$ cat src/rtl/btbd_pkg.sv
// constants, types and field layout for the branch / bit-modify / background slice
package btbd_pkg;
    typedef logic [15:0] btbd_word_t;
    typedef logic [31:0] btbd_long_t;
    typedef logic [4:0]  btbd_flags_t;

    // flag positions in the status word low byte
    localparam int FLAG_X = 4;
    localparam int FLAG_N = 3;
    localparam int FLAG_Z = 2;
    localparam int FLAG_V = 1;
    localparam int FLAG_C = 0;

    // opcode decode
    localparam logic [3:0]  BR_PREFIX     = 4'h6;
    localparam logic [3:0]  COND_NEVER    = 4'h1;
    localparam logic [7:0]  DISP_WORD     = 8'h00;
    localparam logic [7:0]  DISP_LONG     = 8'hff;
    localparam logic [7:0]  BIT_STATIC_HI = 8'h08;
    localparam logic [3:0]  BIT_DYN_HI    = 4'h0;
    localparam logic [7:0]  IMM_HI_ZERO   = 8'h00;
    localparam logic [1:0]  SEL_INVERT    = 2'h1;
    localparam logic [1:0]  SEL_CLEAR     = 2'h2;
    localparam logic [15:0] BG_ENTER_OP   = 16'h4afa;
    localparam logic [2:0]  MODE_DREG     = 3'h0;
    localparam logic [2:0]  MODE_IND_LO   = 3'h2;
    localparam logic [2:0]  MODE_IND_HI   = 3'h6;
    localparam logic [2:0]  MODE_EXT      = 3'h7;
    localparam logic [2:0]  EXT_ABS_LONG  = 3'h1;

    // bit numbering
    localparam int          LONG_NUM_W    = 5;
    localparam int          BYTE_NUM_W    = 3;
    localparam logic [31:0] BIT_ONE       = 32'h0000_0001;

    localparam logic [31:0] PC_STEP       = 32'h0000_0002;
    localparam logic [7:0]  ILLEGAL_VEC   = 8'h04;
    localparam logic [3:0]  FRAME_FORMAT  = 4'h0;

    // register map
    localparam logic [3:0]  REG_CTRL      = 4'h0;
    localparam logic [3:0]  REG_STATUS    = 4'h4;
    localparam logic [3:0]  REG_MASK      = 4'h8;
    localparam logic [3:0]  REG_STATE     = 4'hc;
    localparam int          CTRL_BG_EN    = 0;
    localparam int          EV_W          = 4;
    localparam int          EV_BRANCH     = 0;
    localparam int          EV_ILLEGAL    = 1;
    localparam int          EV_FREEZE     = 2;
    localparam int          EV_BITOP      = 3;
endpackage

$ cat src/rtl/btbd_bit_if.sv
// carrier between the sequencer and the bit test-and-modify datapath
`timescale 1ns/1ps
interface btbd_bit_if;
    logic [31:0] operand;
    logic [7:0]  bitnum;
    logic        is_long;
    logic        invert;
    logic [31:0] result;
    logic        tested_zero;

    modport core (output operand, bitnum, is_long, invert, input result, tested_zero);
    modport unit (input operand, bitnum, is_long, invert, output result, tested_zero);
endinterface

$ cat src/rtl/btbd_bit_unit.sv
// combinational bit test with invert or clear of the addressed bit
`timescale 1ns/1ps
module btbd_bit_unit (
    btbd_bit_if.unit bus
);
    import btbd_pkg::*;

    wire [LONG_NUM_W-1:0] idx;
    wire [31:0]           mask;

    assign idx  = bus.is_long ? bus.bitnum[LONG_NUM_W-1:0]
                              : {{(LONG_NUM_W-BYTE_NUM_W){1'b0}}, bus.bitnum[BYTE_NUM_W-1:0]};
    assign mask = BIT_ONE << idx;
    assign bus.tested_zero = ~|(bus.operand & mask);
    assign bus.result = bus.invert ? (bus.operand ^ mask)
                                   : (bus.operand & ~mask);
endmodule

$ cat src/rtl/btbd_cond.sv
// condition field evaluation against the flags
`timescale 1ns/1ps
module btbd_cond (
    input  wire logic [3:0]          cond,
    input  wire btbd_pkg::btbd_flags_t flags,
    output logic                     is_true
);
    import btbd_pkg::*;

    wire n;
    wire z;
    wire v;
    wire c;
    assign n = flags[FLAG_N];
    assign z = flags[FLAG_Z];
    assign v = flags[FLAG_V];
    assign c = flags[FLAG_C];

    always_comb begin
        unique case (cond)
            4'h0: is_true = 1'b1;
            4'h1: is_true = 1'b0;
            4'h2: is_true = ~c & ~z;
            4'h3: is_true = c | z;
            4'h4: is_true = ~c;
            4'h5: is_true = c;
            4'h6: is_true = ~z;
            4'h7: is_true = z;
            4'h8: is_true = ~v;
            4'h9: is_true = v;
            4'ha: is_true = ~n;
            4'hb: is_true = n;
            4'hc: is_true = ~(n ^ v);
            4'hd: is_true = n ^ v;
            4'he: is_true = ~(n ^ v) & ~z;
            4'hf: is_true = z | (n ^ v);
        endcase
    end
endmodule

$ cat src/rtl/btbd_core.sv
// sequencer for conditional branch, bit invert/clear and background entry
//
// The address-and-strobe port and the address map are this design's own decisions.
`timescale 1ns/1ps
module btbd_core #(
    parameter logic [7:0] ILL_VECTOR = btbd_pkg::ILLEGAL_VEC
) (
    input  wire logic                   clk,
    input  wire logic                   reset,
    // instruction hand-in
    input  wire logic                   instr_valid,
    input  wire btbd_pkg::btbd_word_t   instr_word,
    input  wire btbd_pkg::btbd_long_t   instr_pc,
    output logic                        instr_ready,
    output logic                        done,
    // extension word fetch
    output logic                        ext_req,
    input  wire logic                   ext_valid,
    input  wire btbd_pkg::btbd_word_t   ext_word,
    // status word (flags in the low bits)
    input  wire btbd_pkg::btbd_word_t   status_word,
    output logic                        flags_we,
    output btbd_pkg::btbd_flags_t       flags_wdata,
    // data register file
    output logic [2:0]                  dreg_rd_addr,
    input  wire btbd_pkg::btbd_long_t   dreg_rd_data,
    output logic                        dreg_we,
    output logic [2:0]                  dreg_waddr,
    output btbd_pkg::btbd_long_t        dreg_wdata,
    // memory byte operand, address formed outside from mode/register
    output logic [2:0]                  ea_mode,
    output logic [2:0]                  ea_reg,
    output logic                        mem_req,
    output logic                        mem_we,
    output logic [7:0]                  mem_wdata,
    input  wire logic                   mem_ack,
    input  wire logic [7:0]             mem_rdata,
    // program counter load
    output logic                        pc_we,
    output btbd_pkg::btbd_long_t        pc_wdata,
    // background mode
    output logic                        freeze,
    input  wire logic                   bg_exit,
    // exception stacking on the supervisor stack
    output logic                        push_req,
    output btbd_pkg::btbd_long_t        push_data,
    input  wire logic                   push_ack,
    output logic                        vec_req,
    output logic [7:0]                  vec_num,
    input  wire logic                   vec_ack,
    input  wire btbd_pkg::btbd_long_t   vec_data,
    // register port
    input  wire logic [3:0]             reg_addr,
    input  wire btbd_pkg::btbd_long_t   reg_wdata,
    input  wire logic                   reg_we,
    input  wire logic                   reg_re,
    output btbd_pkg::btbd_long_t        reg_rdata,
    output logic                        irq
);
    import btbd_pkg::*;

    if (ILL_VECTOR == 8'h00) begin : g_chk
        $error("illegal-instruction vector must be nonzero");
    end

    typedef enum logic [3:0] {
        ST_IDLE, ST_EXT_FIRST, ST_EXT_SECOND, ST_BIT_IMM, ST_BIT_NUM,
        ST_BIT_DREG, ST_MEM_RD, ST_MEM_WR, ST_FREEZE, ST_PUSH, ST_VECTOR
    } btbd_state_e;

    btbd_state_e      state;
    btbd_state_e      next_state;
    logic [15:0]      opcode;
    logic [31:0]      op_pc;
    logic [15:0]      disp_hi;
    logic             long_disp;
    logic             taken;
    logic [7:0]       bitnum;
    logic [1:0]       push_idx;
    logic             bg_enable;
    logic [EV_W-1:0]  ev_status;
    logic [EV_W-1:0]  ev_mask;

    btbd_bit_if bit_bus ();

    // decode of the word being handed in
    wire [7:0]  in_disp8;
    wire [2:0]  in_mode;
    wire [2:0]  in_reg;
    wire [1:0]  in_sel;
    wire        in_sel_ok;
    wire        in_ea_ok;
    wire        in_branch;
    wire        in_bit_static;
    wire        in_bit_dyn;
    wire        in_bg_enter;
    wire        in_cond_true;
    wire        accept;

    assign in_disp8  = instr_word[7:0];
    assign in_mode   = instr_word[5:3];
    assign in_reg    = instr_word[2:0];
    assign in_sel    = instr_word[7:6];
    assign in_sel_ok = (in_sel == SEL_INVERT) || (in_sel == SEL_CLEAR);
    assign in_ea_ok  = (in_mode == MODE_DREG)
                     || (in_mode >= MODE_IND_LO && in_mode <= MODE_IND_HI)
                     || (in_mode == MODE_EXT && in_reg <= EXT_ABS_LONG);
    assign in_branch     = (instr_word[15:12] == BR_PREFIX) && (instr_word[11:8] > COND_NEVER);
    assign in_bit_static = (instr_word[15:8] == BIT_STATIC_HI) && in_sel_ok;
    assign in_bit_dyn    = (instr_word[15:12] == BIT_DYN_HI) && instr_word[8] && in_sel_ok;
    assign in_bg_enter   = (instr_word == BG_ENTER_OP);
    assign accept        = instr_valid && (state == ST_IDLE);

    btbd_cond u_cond (
        .cond    (instr_word[11:8]),
        .flags   (status_word[4:0]),
        .is_true (in_cond_true)
    );

    // branch target: base is always the opcode address plus two
    wire [31:0] base_pc;
    wire [31:0] disp_sel;
    wire [31:0] target;
    wire        br_finish;
    wire        br_taken_now;

    assign base_pc  = ((state == ST_IDLE) ? instr_pc : op_pc) + PC_STEP;
    assign disp_sel = (state == ST_IDLE)      ? {{24{in_disp8[7]}}, in_disp8}
                    : (state == ST_EXT_SECOND) ? {disp_hi, ext_word}
                    : {{16{ext_word[15]}}, ext_word};
    assign target   = base_pc + disp_sel;
    assign br_finish = (accept && in_branch && in_disp8 != DISP_WORD && in_disp8 != DISP_LONG)
                     || (state == ST_EXT_FIRST && ext_valid && !long_disp)
                     || (state == ST_EXT_SECOND && ext_valid);
    assign br_taken_now = (state == ST_IDLE) ? in_cond_true : taken;

    // bit datapath hookup
    wire dest_is_dreg;
    wire [2:0] num_reg;
    assign dest_is_dreg = (opcode[5:3] == MODE_DREG);
    assign num_reg      = opcode[11:9];
    assign bit_bus.operand = (state == ST_BIT_DREG) ? dreg_rd_data : {24'h00_0000, mem_rdata};
    assign bit_bus.bitnum  = bitnum;
    assign bit_bus.is_long = (state == ST_BIT_DREG);
    assign bit_bus.invert  = (opcode[7:6] == SEL_INVERT);

    btbd_bit_unit u_bit (
        .bus (bit_bus)
    );

    wire bit_finish;
    wire illegal_go;
    wire imm_bad;
    assign bit_finish = (state == ST_BIT_DREG) || (state == ST_MEM_WR && mem_ack);
    assign imm_bad    = (state == ST_BIT_IMM) && ext_valid && (ext_word[15:8] != IMM_HI_ZERO);
    assign illegal_go = (accept && (in_bit_static || in_bit_dyn) && !in_ea_ok)
                      || (accept && in_bg_enter && !bg_enable)
                      || imm_bad;

    // handshake outputs from state
    assign instr_ready  = (state == ST_IDLE);
    assign ext_req      = (state == ST_EXT_FIRST) || (state == ST_EXT_SECOND)
                        || (state == ST_BIT_IMM);
    assign dreg_rd_addr = (state == ST_BIT_NUM) ? num_reg : opcode[2:0];
    assign ea_mode      = opcode[5:3];
    assign ea_reg       = opcode[2:0];
    assign mem_req      = (state == ST_MEM_RD) || (state == ST_MEM_WR);
    assign mem_we       = (state == ST_MEM_WR);
    assign push_req     = (state == ST_PUSH);
    assign vec_req      = (state == ST_VECTOR);
    assign vec_num      = ILL_VECTOR;
    assign irq          = |(ev_status & ev_mask);

    wire btbd_state_e bit_dest;
    assign bit_dest = dest_is_dreg ? ST_BIT_DREG : ST_MEM_RD;

    always_comb begin
        next_state = state;
        unique case (state)
            ST_IDLE: begin
                if (illegal_go) begin
                    next_state = ST_PUSH;
                end else if (accept && in_branch && in_disp8 == DISP_WORD) begin
                    next_state = ST_EXT_FIRST;
                end else if (accept && in_branch && in_disp8 == DISP_LONG) begin
                    next_state = ST_EXT_FIRST;
                end else if (accept && in_bit_static) begin
                    next_state = ST_BIT_IMM;
                end else if (accept && in_bit_dyn) begin
                    next_state = ST_BIT_NUM;
                end else if (accept && in_bg_enter) begin
                    next_state = ST_FREEZE;
                end
            end
            ST_EXT_FIRST: begin
                if (ext_valid) begin
                    next_state = long_disp ? ST_EXT_SECOND : ST_IDLE;
                end
            end
            ST_EXT_SECOND: begin
                if (ext_valid) begin
                    next_state = ST_IDLE;
                end
            end
            ST_BIT_IMM: begin
                if (imm_bad) begin
                    next_state = ST_PUSH;
                end else if (ext_valid) begin
                    next_state = bit_dest;
                end
            end
            ST_BIT_NUM:  next_state = bit_dest;
            ST_BIT_DREG: next_state = ST_IDLE;
            ST_MEM_RD: begin
                if (mem_ack) begin
                    next_state = ST_MEM_WR;
                end
            end
            ST_MEM_WR: begin
                if (mem_ack) begin
                    next_state = ST_IDLE;
                end
            end
            ST_FREEZE: begin
                if (bg_exit) begin
                    next_state = ST_IDLE;
                end
            end
            ST_PUSH: begin
                if (push_ack && push_idx == 2'd2) begin
                    next_state = ST_VECTOR;
                end
            end
            ST_VECTOR: begin
                if (vec_ack) begin
                    next_state = ST_IDLE;
                end
            end
            default: next_state = ST_IDLE;
        endcase
    end

    always_ff @(posedge clk or posedge reset) begin
        if (reset) begin
            state <= ST_IDLE;
        end else begin
            state <= next_state;
        end
    end

    // instruction capture and operand latches
    always_ff @(posedge clk or posedge reset) begin
        if (reset) begin
            opcode    <= 16'h0000;
            op_pc     <= 32'h0000_0000;
            long_disp <= 1'b0;
            taken     <= 1'b0;
            disp_hi   <= 16'h0000;
            bitnum    <= 8'h00;
            mem_wdata <= 8'h00;
        end else begin
            if (accept) begin
                opcode    <= instr_word;
                op_pc     <= instr_pc;
                long_disp <= (in_disp8 == DISP_LONG);
                taken     <= in_cond_true;
            end
            if (state == ST_EXT_FIRST && ext_valid) begin
                disp_hi <= ext_word;
            end
            if (state == ST_BIT_IMM && ext_valid) begin
                bitnum <= ext_word[7:0];
            end
            if (state == ST_BIT_NUM) begin
                bitnum <= dreg_rd_data[7:0];
            end
            if (state == ST_MEM_RD && mem_ack) begin
                mem_wdata <= bit_bus.result[7:0];
            end
        end
    end

    // zero flag of the memory form is sampled at the read
    logic mem_zero;
    always_ff @(posedge clk or posedge reset) begin
        if (reset) begin
            mem_zero <= 1'b0;
        end else if (state == ST_MEM_RD && mem_ack) begin
            mem_zero <= bit_bus.tested_zero;
        end
    end

    // result strobes
    always_ff @(posedge clk or posedge reset) begin
        if (reset) begin
            done        <= 1'b0;
            pc_we       <= 1'b0;
            pc_wdata    <= 32'h0000_0000;
            dreg_we     <= 1'b0;
            dreg_waddr  <= 3'h0;
            dreg_wdata  <= 32'h0000_0000;
            flags_we    <= 1'b0;
            flags_wdata <= 5'h00;
        end else begin
            done     <= br_finish || bit_finish || (state == ST_FREEZE && bg_exit)
                     || (state == ST_VECTOR && vec_ack);
            pc_we    <= (br_finish && br_taken_now) || (state == ST_VECTOR && vec_ack);
            pc_wdata <= (state == ST_VECTOR) ? vec_data : target;
            dreg_we  <= (state == ST_BIT_DREG);
            flags_we <= bit_finish;
            if (state == ST_BIT_DREG) begin
                dreg_waddr <= opcode[2:0];
                dreg_wdata <= bit_bus.result;
            end
            if (bit_finish) begin
                flags_wdata         <= status_word[4:0];
                flags_wdata[FLAG_Z] <= (state == ST_BIT_DREG) ? bit_bus.tested_zero : mem_zero;
            end
        end
    end

    // exception frame: format/vector word, then counter, then status word
    always_ff @(posedge clk or posedge reset) begin
        if (reset) begin
            push_idx  <= 2'd0;
            push_data <= 32'h0000_0000;
        end else if (state != ST_PUSH && next_state == ST_PUSH) begin
            push_idx  <= 2'd0;
            push_data <= {16'h0000, FRAME_FORMAT, 2'b00, ILL_VECTOR, 2'b00};
        end else if (state == ST_PUSH && push_ack) begin
            push_idx  <= push_idx + 2'd1;
            push_data <= (push_idx == 2'd0) ? op_pc : {16'h0000, status_word};
        end
    end

    // freeze acknowledge, flags untouched in this path
    always_ff @(posedge clk or posedge reset) begin
        if (reset) begin
            freeze <= 1'b0;
        end else if (accept && in_bg_enter && bg_enable) begin
            freeze <= 1'b1;
        end else if (state == ST_FREEZE && bg_exit) begin
            freeze <= 1'b0;
        end
    end

    // register port and event bits
    wire [EV_W-1:0] ev_set;
    wire            sel_ctrl;
    wire            sel_status;
    wire            sel_mask;
    wire            sel_state;
    wire [31:0]     rd_mux;

    assign ev_set[EV_BRANCH]  = br_finish && br_taken_now;
    assign ev_set[EV_ILLEGAL] = illegal_go;
    assign ev_set[EV_FREEZE]  = accept && in_bg_enter && bg_enable;
    assign ev_set[EV_BITOP]   = bit_finish;
    assign sel_ctrl   = (reg_addr == REG_CTRL);
    assign sel_status = (reg_addr == REG_STATUS);
    assign sel_mask   = (reg_addr == REG_MASK);
    assign sel_state  = (reg_addr == REG_STATE);
    assign rd_mux = sel_ctrl   ? {31'h0000_0000, bg_enable}
                  : sel_status ? {{(32-EV_W){1'b0}}, ev_status}
                  : sel_mask   ? {{(32-EV_W){1'b0}}, ev_mask}
                  : sel_state  ? {28'h000_0000, state}
                  : 32'h0000_0000;

    always_ff @(posedge clk or posedge reset) begin
        if (reset) begin
            bg_enable <= 1'b0;
            ev_mask   <= '0;
            ev_status <= '0;
            reg_rdata <= 32'h0000_0000;
        end else begin
            if (reg_we && sel_ctrl) begin
                bg_enable <= reg_wdata[CTRL_BG_EN];
            end
            if (reg_we && sel_mask) begin
                ev_mask <= reg_wdata[EV_W-1:0];
            end
            ev_status <= (ev_status & ~((reg_we && sel_status) ? reg_wdata[EV_W-1:0] : '0))
                       | ev_set;
            reg_rdata <= reg_re ? rd_mux : 32'h0000_0000;
        end
    end
endmodule

$ cat config.mk
export PLATFORM = sky130hd
export DESIGN_NAME = btbd_core
export DESIGN_NICKNAME = d
export VERILOG_FILES = /design/src/rtl/btbd_pkg.sv /design/src/rtl/btbd_bit_if.sv /design/src/rtl/btbd_bit_unit.sv /design/src/rtl/btbd_cond.sv /design/src/rtl/btbd_core.sv
export SDC_FILE = /design/constraint.sdc
export NUM_CORES = 1
export LEC_CHECK = 0
export BUFFER_PORTS_ARGS = -buffer_cell sky130_fd_sc_hd__buf_2
export CAP_MARGIN = 20
export CORE_MARGIN = 2
export CORE_UTILIZATION = 54
export DETAILED_ROUTE_END_ITERATION = 6
export PLACE_DENSITY = 0.92
export SYNTH_ARGS = -nofsm -noshare
export SYNTH_HDL_FRONTEND = slang
export SYNTH_SLANG_ARGS = --single-unit
$ cat constraint.sdc
create_clock -name clk -period 7.4 [get_ports clk]
set_clock_uncertainty 0.1 [all_clocks]
set_input_delay 1.11 -clock clk [delete_from_list [all_inputs] [get_ports clk]]
set_output_delay 1.11 -clock clk [all_outputs]
set_load 0.01 [all_outputs]
# After elaboration in Yosys (flattened, before gate mapping)
# Cells that the tools add are included.
# Widths: inputs -> output; s select.
word_totals:
  wordCells: 204
  ff_bits: 204
  out_inout_bits: 173
  input_bits: 198
classes:
  muxes: 44
  reduce_logical: 70
  bitwise_logic: 18
  n_lt_le_gt_ge: 4
  n_shift: 1
  n_eq_ne: 40
  addsub: 3
ops:
  columns: ["op", "count"]
  rows:
  - ["$mux 32", 9]
  - ["$mux 4", 21]
  - ["$and 32x32->32", 2]
  - ["$eq 4x4->1 const B", 14]
  - ["$eq 4x3->1 const B", 10]
  - ["$pmux 4 s10", 1]
  - ["$logic_and 1x1->1", 35]
  - ["$add 32x2->32 const B", 1]
  - ["$add 32x32->32", 1]
  - ["$not 32->32", 1]
  - ["$reduce_or 32->1", 1]
  - ["$shl 1x5->32 const A", 1]
  - ["$xor 32x32->32", 1]
  - ["$eq 16x15->1 const B", 1]
  - ["$eq 4x2->1 const B", 4]
  - ["$logic_not 4->1", 4]
  - ["$logic_or 1x1->1", 16]
  - ["$pmux 1 s16", 1]
  - ["$reduce_bool 8->1", 2]
  - ["$mux 5", 3]
  - ["$and 4x4->4", 2]
  - ["$eq 4x1->1 const B", 2]
  - ["$eq 8x4->1 const B", 1]
  - ["$eq 8x8->1 const B", 1]
  - ["other kinds (25)", 45]

# Longest topological paths before layout
logic_depth:
  word_depth: 13
  depth_mapped: 19
  mapped_depth_nobuf: 17

# Hierarchy
# Synthesis repeated with hierarchy kept, for this count alone.
hier_totals:
  cells_unflattened: 1456
  area_unflattened_um2: 13728.2
by_module_without_submodules:
  columns: ["mod", "seq_area_each_um2", "instances", "area_each_um2", "cells_per_inst"]
  rows:
  - ["btbd_core", 5154.9, 1, 11773.8, 1188]
  - ["btbd_bit_unit", 0.0, 1, 1759.2, 242]
  - ["btbd_cond", 0.0, 1, 195.2, 26]

# Least setup slack after synthesis
# Ideal clock, no wire load.
synth_timing:
  path_kind: "register -> register"
  startpoint: "register state[0]"
  endpoint: "register pc_wdata[29]"
  setup_time_ns: 0.137
  synth_period_minus_slack_ns: 4.030
  stages_incl_launch_ff: 17
  path_buffers: 3
  arrival_ns: 3.793
  slack_ns: 3.370
  required_ns: 7.163
  path_cell_list: "dfrtp_1 > buf_2 > nand2b_1 > nor3_2 > inv_1 > a21oi_1 > clkbuf_1 > a21oi_1 > ha_1 > ha_1 > clkbuf_1 > a21o_1 > o21bai_1 > a2111o_1 > o41a_1 > xnor2_1 > a21oi_1"
synth_via:
  elab_chain_len: 5
  word_cells_on_any_way: 9
  cone_classes: "add/sub (2); eq/ne (2); mux (4); reduce/logical (1)"
synth_rtl:
  columns: ["element", "line_no", "rtl"]
  rows:
  - ["start: declaration", "btbd_core.sv:71", "btbd_state_e state;"]
  - ["start signal: assignment", "btbd_core.sv:247", "state <= next_state;"]
  - ["$logic_not 4->1 or $eq 4x2->1 (tied branches)", "btbd_core.sv:127, btbd_core.sv:128, btbd_core.sv:129", null]
  - ["$mux 32 (on tied branches)", "btbd_core.sv:127, btbd_core.sv:129", null]
  - ["$add 32x2->32 or $mux 32 (tied branches)", "btbd_core.sv:127, btbd_core.sv:128", null]
  - ["$add 32x32->32", "btbd_core.sv:131", "assign target = base_pc + disp_sel;"]
  - ["$mux 32 (*)", "btbd_core.sv:308", "pc_wdata <= (state == ST_VECTOR) ? vec_data : target;"]
  - ["end signal: assignment", "btbd_core.sv:308", null]
  - ["end: declaration", "btbd_core.sv:40", "output btbd_pkg::btbd_long_t pc_wdata,"]
# Mark *: on every way between the ends. The rest lies on a longest branch, timed or not.
# A chain may end at the register's enable or synchronous reset.

# Worst setup path in the final report
layout_timing:
  startpoint: "register state[0]"
  endpoint: "register pc_wdata[31]"
# The elaborated chain is that of the path after synthesis.

==> flow_summary.json <==
{
  "io_buffers": 306,
  "grt_pass1_wl_um": 60300,
  "cts_sinks": 203,
  "crit_required_ns": 7.66,
  "drc": 0,
  "nFillCells": 1990,
  "setup_ws_ns": 1.90,
  "std_cell_rows": 57,
  "yosys.cell_types.count": 63,
  "startpoint_type": "flip-flop",
  "grt_pass1_vias": 11700,
  "cts_resized": 0,
  "hold_viol_final": 0,
  "p_sw_share_pct": 47.7,
  "worst_pin_slew_ns": 1.08,
  "hp-start": "dreg_waddr[2]$_DFFE_PP0P_",
  "crit_fanout": 53,
  "whs_ns": 0.370,
  "track_usage_pct": 29.3,
  "yosys.area.top_type": "dfrtp_1",
  "final_util_pct": 64.1,
  "status": "finished, final reports clean",
  "maxCapViolCount": 0,
  "hold_class": "reg2reg",
  "seq_power_share_pct": 23.0,
  "drv_slew": 0,
  "die_h_um": 160,
  "clock_latency_ns": 0.53,
  "yosysWarnings": 0,
  "r2r-start": "state[0]$_DFF_PP0_",
  "worstSetupPathType": "reg2reg",
  "vias": 12000,
  "layout_common_cells": "nand2_1 (331), buf_2 (306), dfrtp_1 (203)",
  "critical_path_arrival_ns": 5.76,
  "rsz0062_at_grt": "no",
  "grt_max_degree": 146,
  "final_nets": 2096,
  "synthesis.area_um2": 13200,
  "synthArstFlopShare_pct": 100,
  "die-area_um2": 25600,
  "worst_setup_path_end_kind": "flip-flop",
  "final_common_cell": "nand2_1",
  "synth_top_area_share_pct": 38.6,
  "reg2reg_slack_ns": 1.90,
  "ys_ff_latch": 203,
  "setup_viol": 0,
  "p_leak_nw": 8.30,
  "syn_inst": 1517,
  "ant_nets": 0,
  "syn_area_per_cell_um2": 8.67,
  "io_pins": 371,
  "hold_buffers": 0,
  "initial_core_util_pct": 54.6,
  "fin_setup_tns_ns": 0,
  "h-tree-depth": 1,
  "yosysSeqAreaShare_pct": 38.6,
  "via_per_inst": 5.68,
  "crit_start": "state[0]$_DFF_PP0_",
  "wl_per_cell_um": 18.4,
  "fin_crit_sh_pct": 74.3,
  "synthTopCellsByArea": "dfrtp_1 (39%), ha_1 (12%), nand2_1 (9.5%), mux2_2 (5.2%), a21oi_1 (4.8%)",
  "antenna_found_initial": 5,
  "internal_power_mw": 4.67,
  "clk_pin_slew_ns": 0.06,
  "clockBufferDepth": 3,
  "place.gp.congestion": 0.933,
  "clk_root_buffer_cell": "clkbuf_16",
  "period_needed_ns": 5.50,
  "synthToLayoutAreaGrowth_pct": 17.4,
  "max_freq_mhz": 182,
  "switching_power_mw": 4.25,
  "clkPwrFrac_pct": 12.8,
  "cts_made_buffers": 23,
  "pwr-share-comb_pct": 64.2,
  "synth_flop_cell": "dfrtp_1",
  "ir_drop_v": 0.000481,
  "core_um2": 24100,
  "drive_gt1_share_pct": 24.3,
  "drt_pass1_iterations": 5,
  "chipWidth_um": 160,
  "wl_um": 38900,
  "gr-total-overflow": 0,
  "slew_headroom_pct": 28.1,
  "place_ws_ns": 1.99,
  "synth_edf_count": 0,
  "cts_tree": "yes",
  "pwr_density_cell_nw_per_um2": 578,
  "postCtsSetupBuffers": 0,
  "dp_hpwl_um": 29000,
  "drtIter0Drc": 961
}
## cell usage after synthesis, types with 10 or more instances
master	count
a211oi_1	23
a21o_1	15
a21oi_1	126
a22o_1	16
and3_1	33
buf_4	44
clkbuf_1	69
dfrtp_1	203
ha_1	129
inv_1	54
mux2_2	61
mux2i_1	26
nand2_1	333
nand2b_1	12
nand3_1	12
nand4_1	10
nor2_1	117
nor2b_1	10
nor3_1	10
nor4_1	13
o21ai_0	74
xnor2_1	22
xor2_1	13
## routing by layer
layer	global-route usage [%]	share of wire (%)	vias to the layer above
met5	0	0.13	-
met4	10.9	3.7	8
met3	5.27	7.4	125
met2	50.6	49	552
met1	36.9	40	5710
li1	-	-	5594
## registers in the layout (all words and copies together) (netlist names), 2 cells and up
| register | flops |
|---|---|
| ev_mask | 4 |
| ev_status | 4 |
| mem_wdata | 8 |
| opcode | 11 |
| bit_bus.bitnum | 5 |
| flags_wdata | 5 |
| pc_wdata | 32 |
| reg_rdata | 4 |
| dreg_wdata | 32 |
| op_pc | 32 |
| state | 4 |
| push_data | 32 |
| dreg_waddr | 3 |
| push_idx | 2 |
| disp_hi | 16 |
## power by group through the flow
stage               Clock [mW]  Sequential (mW)  Combinational, mW
floorplan                    0             2.09               3.97
global placement             0             2.02               5.50
detailed placement           0             2.05               5.63
CTS                       1.16             2.04               5.69
global route              1.20             2.10               6.30
finish                    1.14             2.05               5.73
## metrics by stage
step / total power, mW / cells / instance area (µm²)
after floorplan: 6.06 / 1551 / 13300
after global placement: 7.51 / 2066 / 14700
after detailed placement: 7.67 / 2067 / 14700
after CTS: 8.88 / 2109 / 15400
after global routing: 9.60 / 2109 / 15400
final: 8.92 / 2110 / 15400
## critical path, stage by stage (launching register included)
cell and delay [ns]:
dfrtp_1 0.72, nor2_4 0.12, nand2_4 0.49, clkinv_2 0.73, mux2i_1 0.40, ha_1 0.27
inv_1 0.06, ha_1 0.16, inv_1 0.05, fa_1 0.39, nand2b_1 0.18, a21oi_1 0.22
o21ai_0 0.27, nand3_1 0.27, a211oi_1 0.14, o41ai_1 0.41, xnor2_1 0.21, a21oi_1 0.10
## path summary, 6_finish.rpt
kind                                             end  cells past startpoint
min in group asynchronous  push_data[27]$_DFFE_PP0P_                      2
max reg2reg                   pc_wdata[31]$_DFF_PP0_                     17
max                           pc_wdata[31]$_DFF_PP0_                     17
min                        dreg_waddr[2]$_DFFE_PP0P_                      2
min reg2reg                dreg_waddr[2]$_DFFE_PP0P_                      2
max in group asynchronous      op_pc[11]$_DFFE_PP0P_                      3
## final cells by class
class	count	area, µm²	share of cell area [%]
repair buffers	317	1630	10.6
well taps	324	405	2.62
diodes	1	2.50	0.0162
clock inverters	7	50.0	0.324
clock buffers	35	711	4.60
flip-flops and latches	203	5080	32.9
inverters	56	219	1.42
multi-input cells	1167	7350	47.6
## cells by family after synthesis
| family | share of synthesized area [%] |
|---|---|
| compound gates | 13.8 |
| simple gates | 18.8 |
| other cells | 0.0571 |
| mux | 7.37 |
| buf+inv | 6.59 |
| flops | 38.6 |
| fa+ha+maj | 12.4 |
| xor+xnor | 2.33 |
No activity file was read; power rests on OpenSTA's default activity.
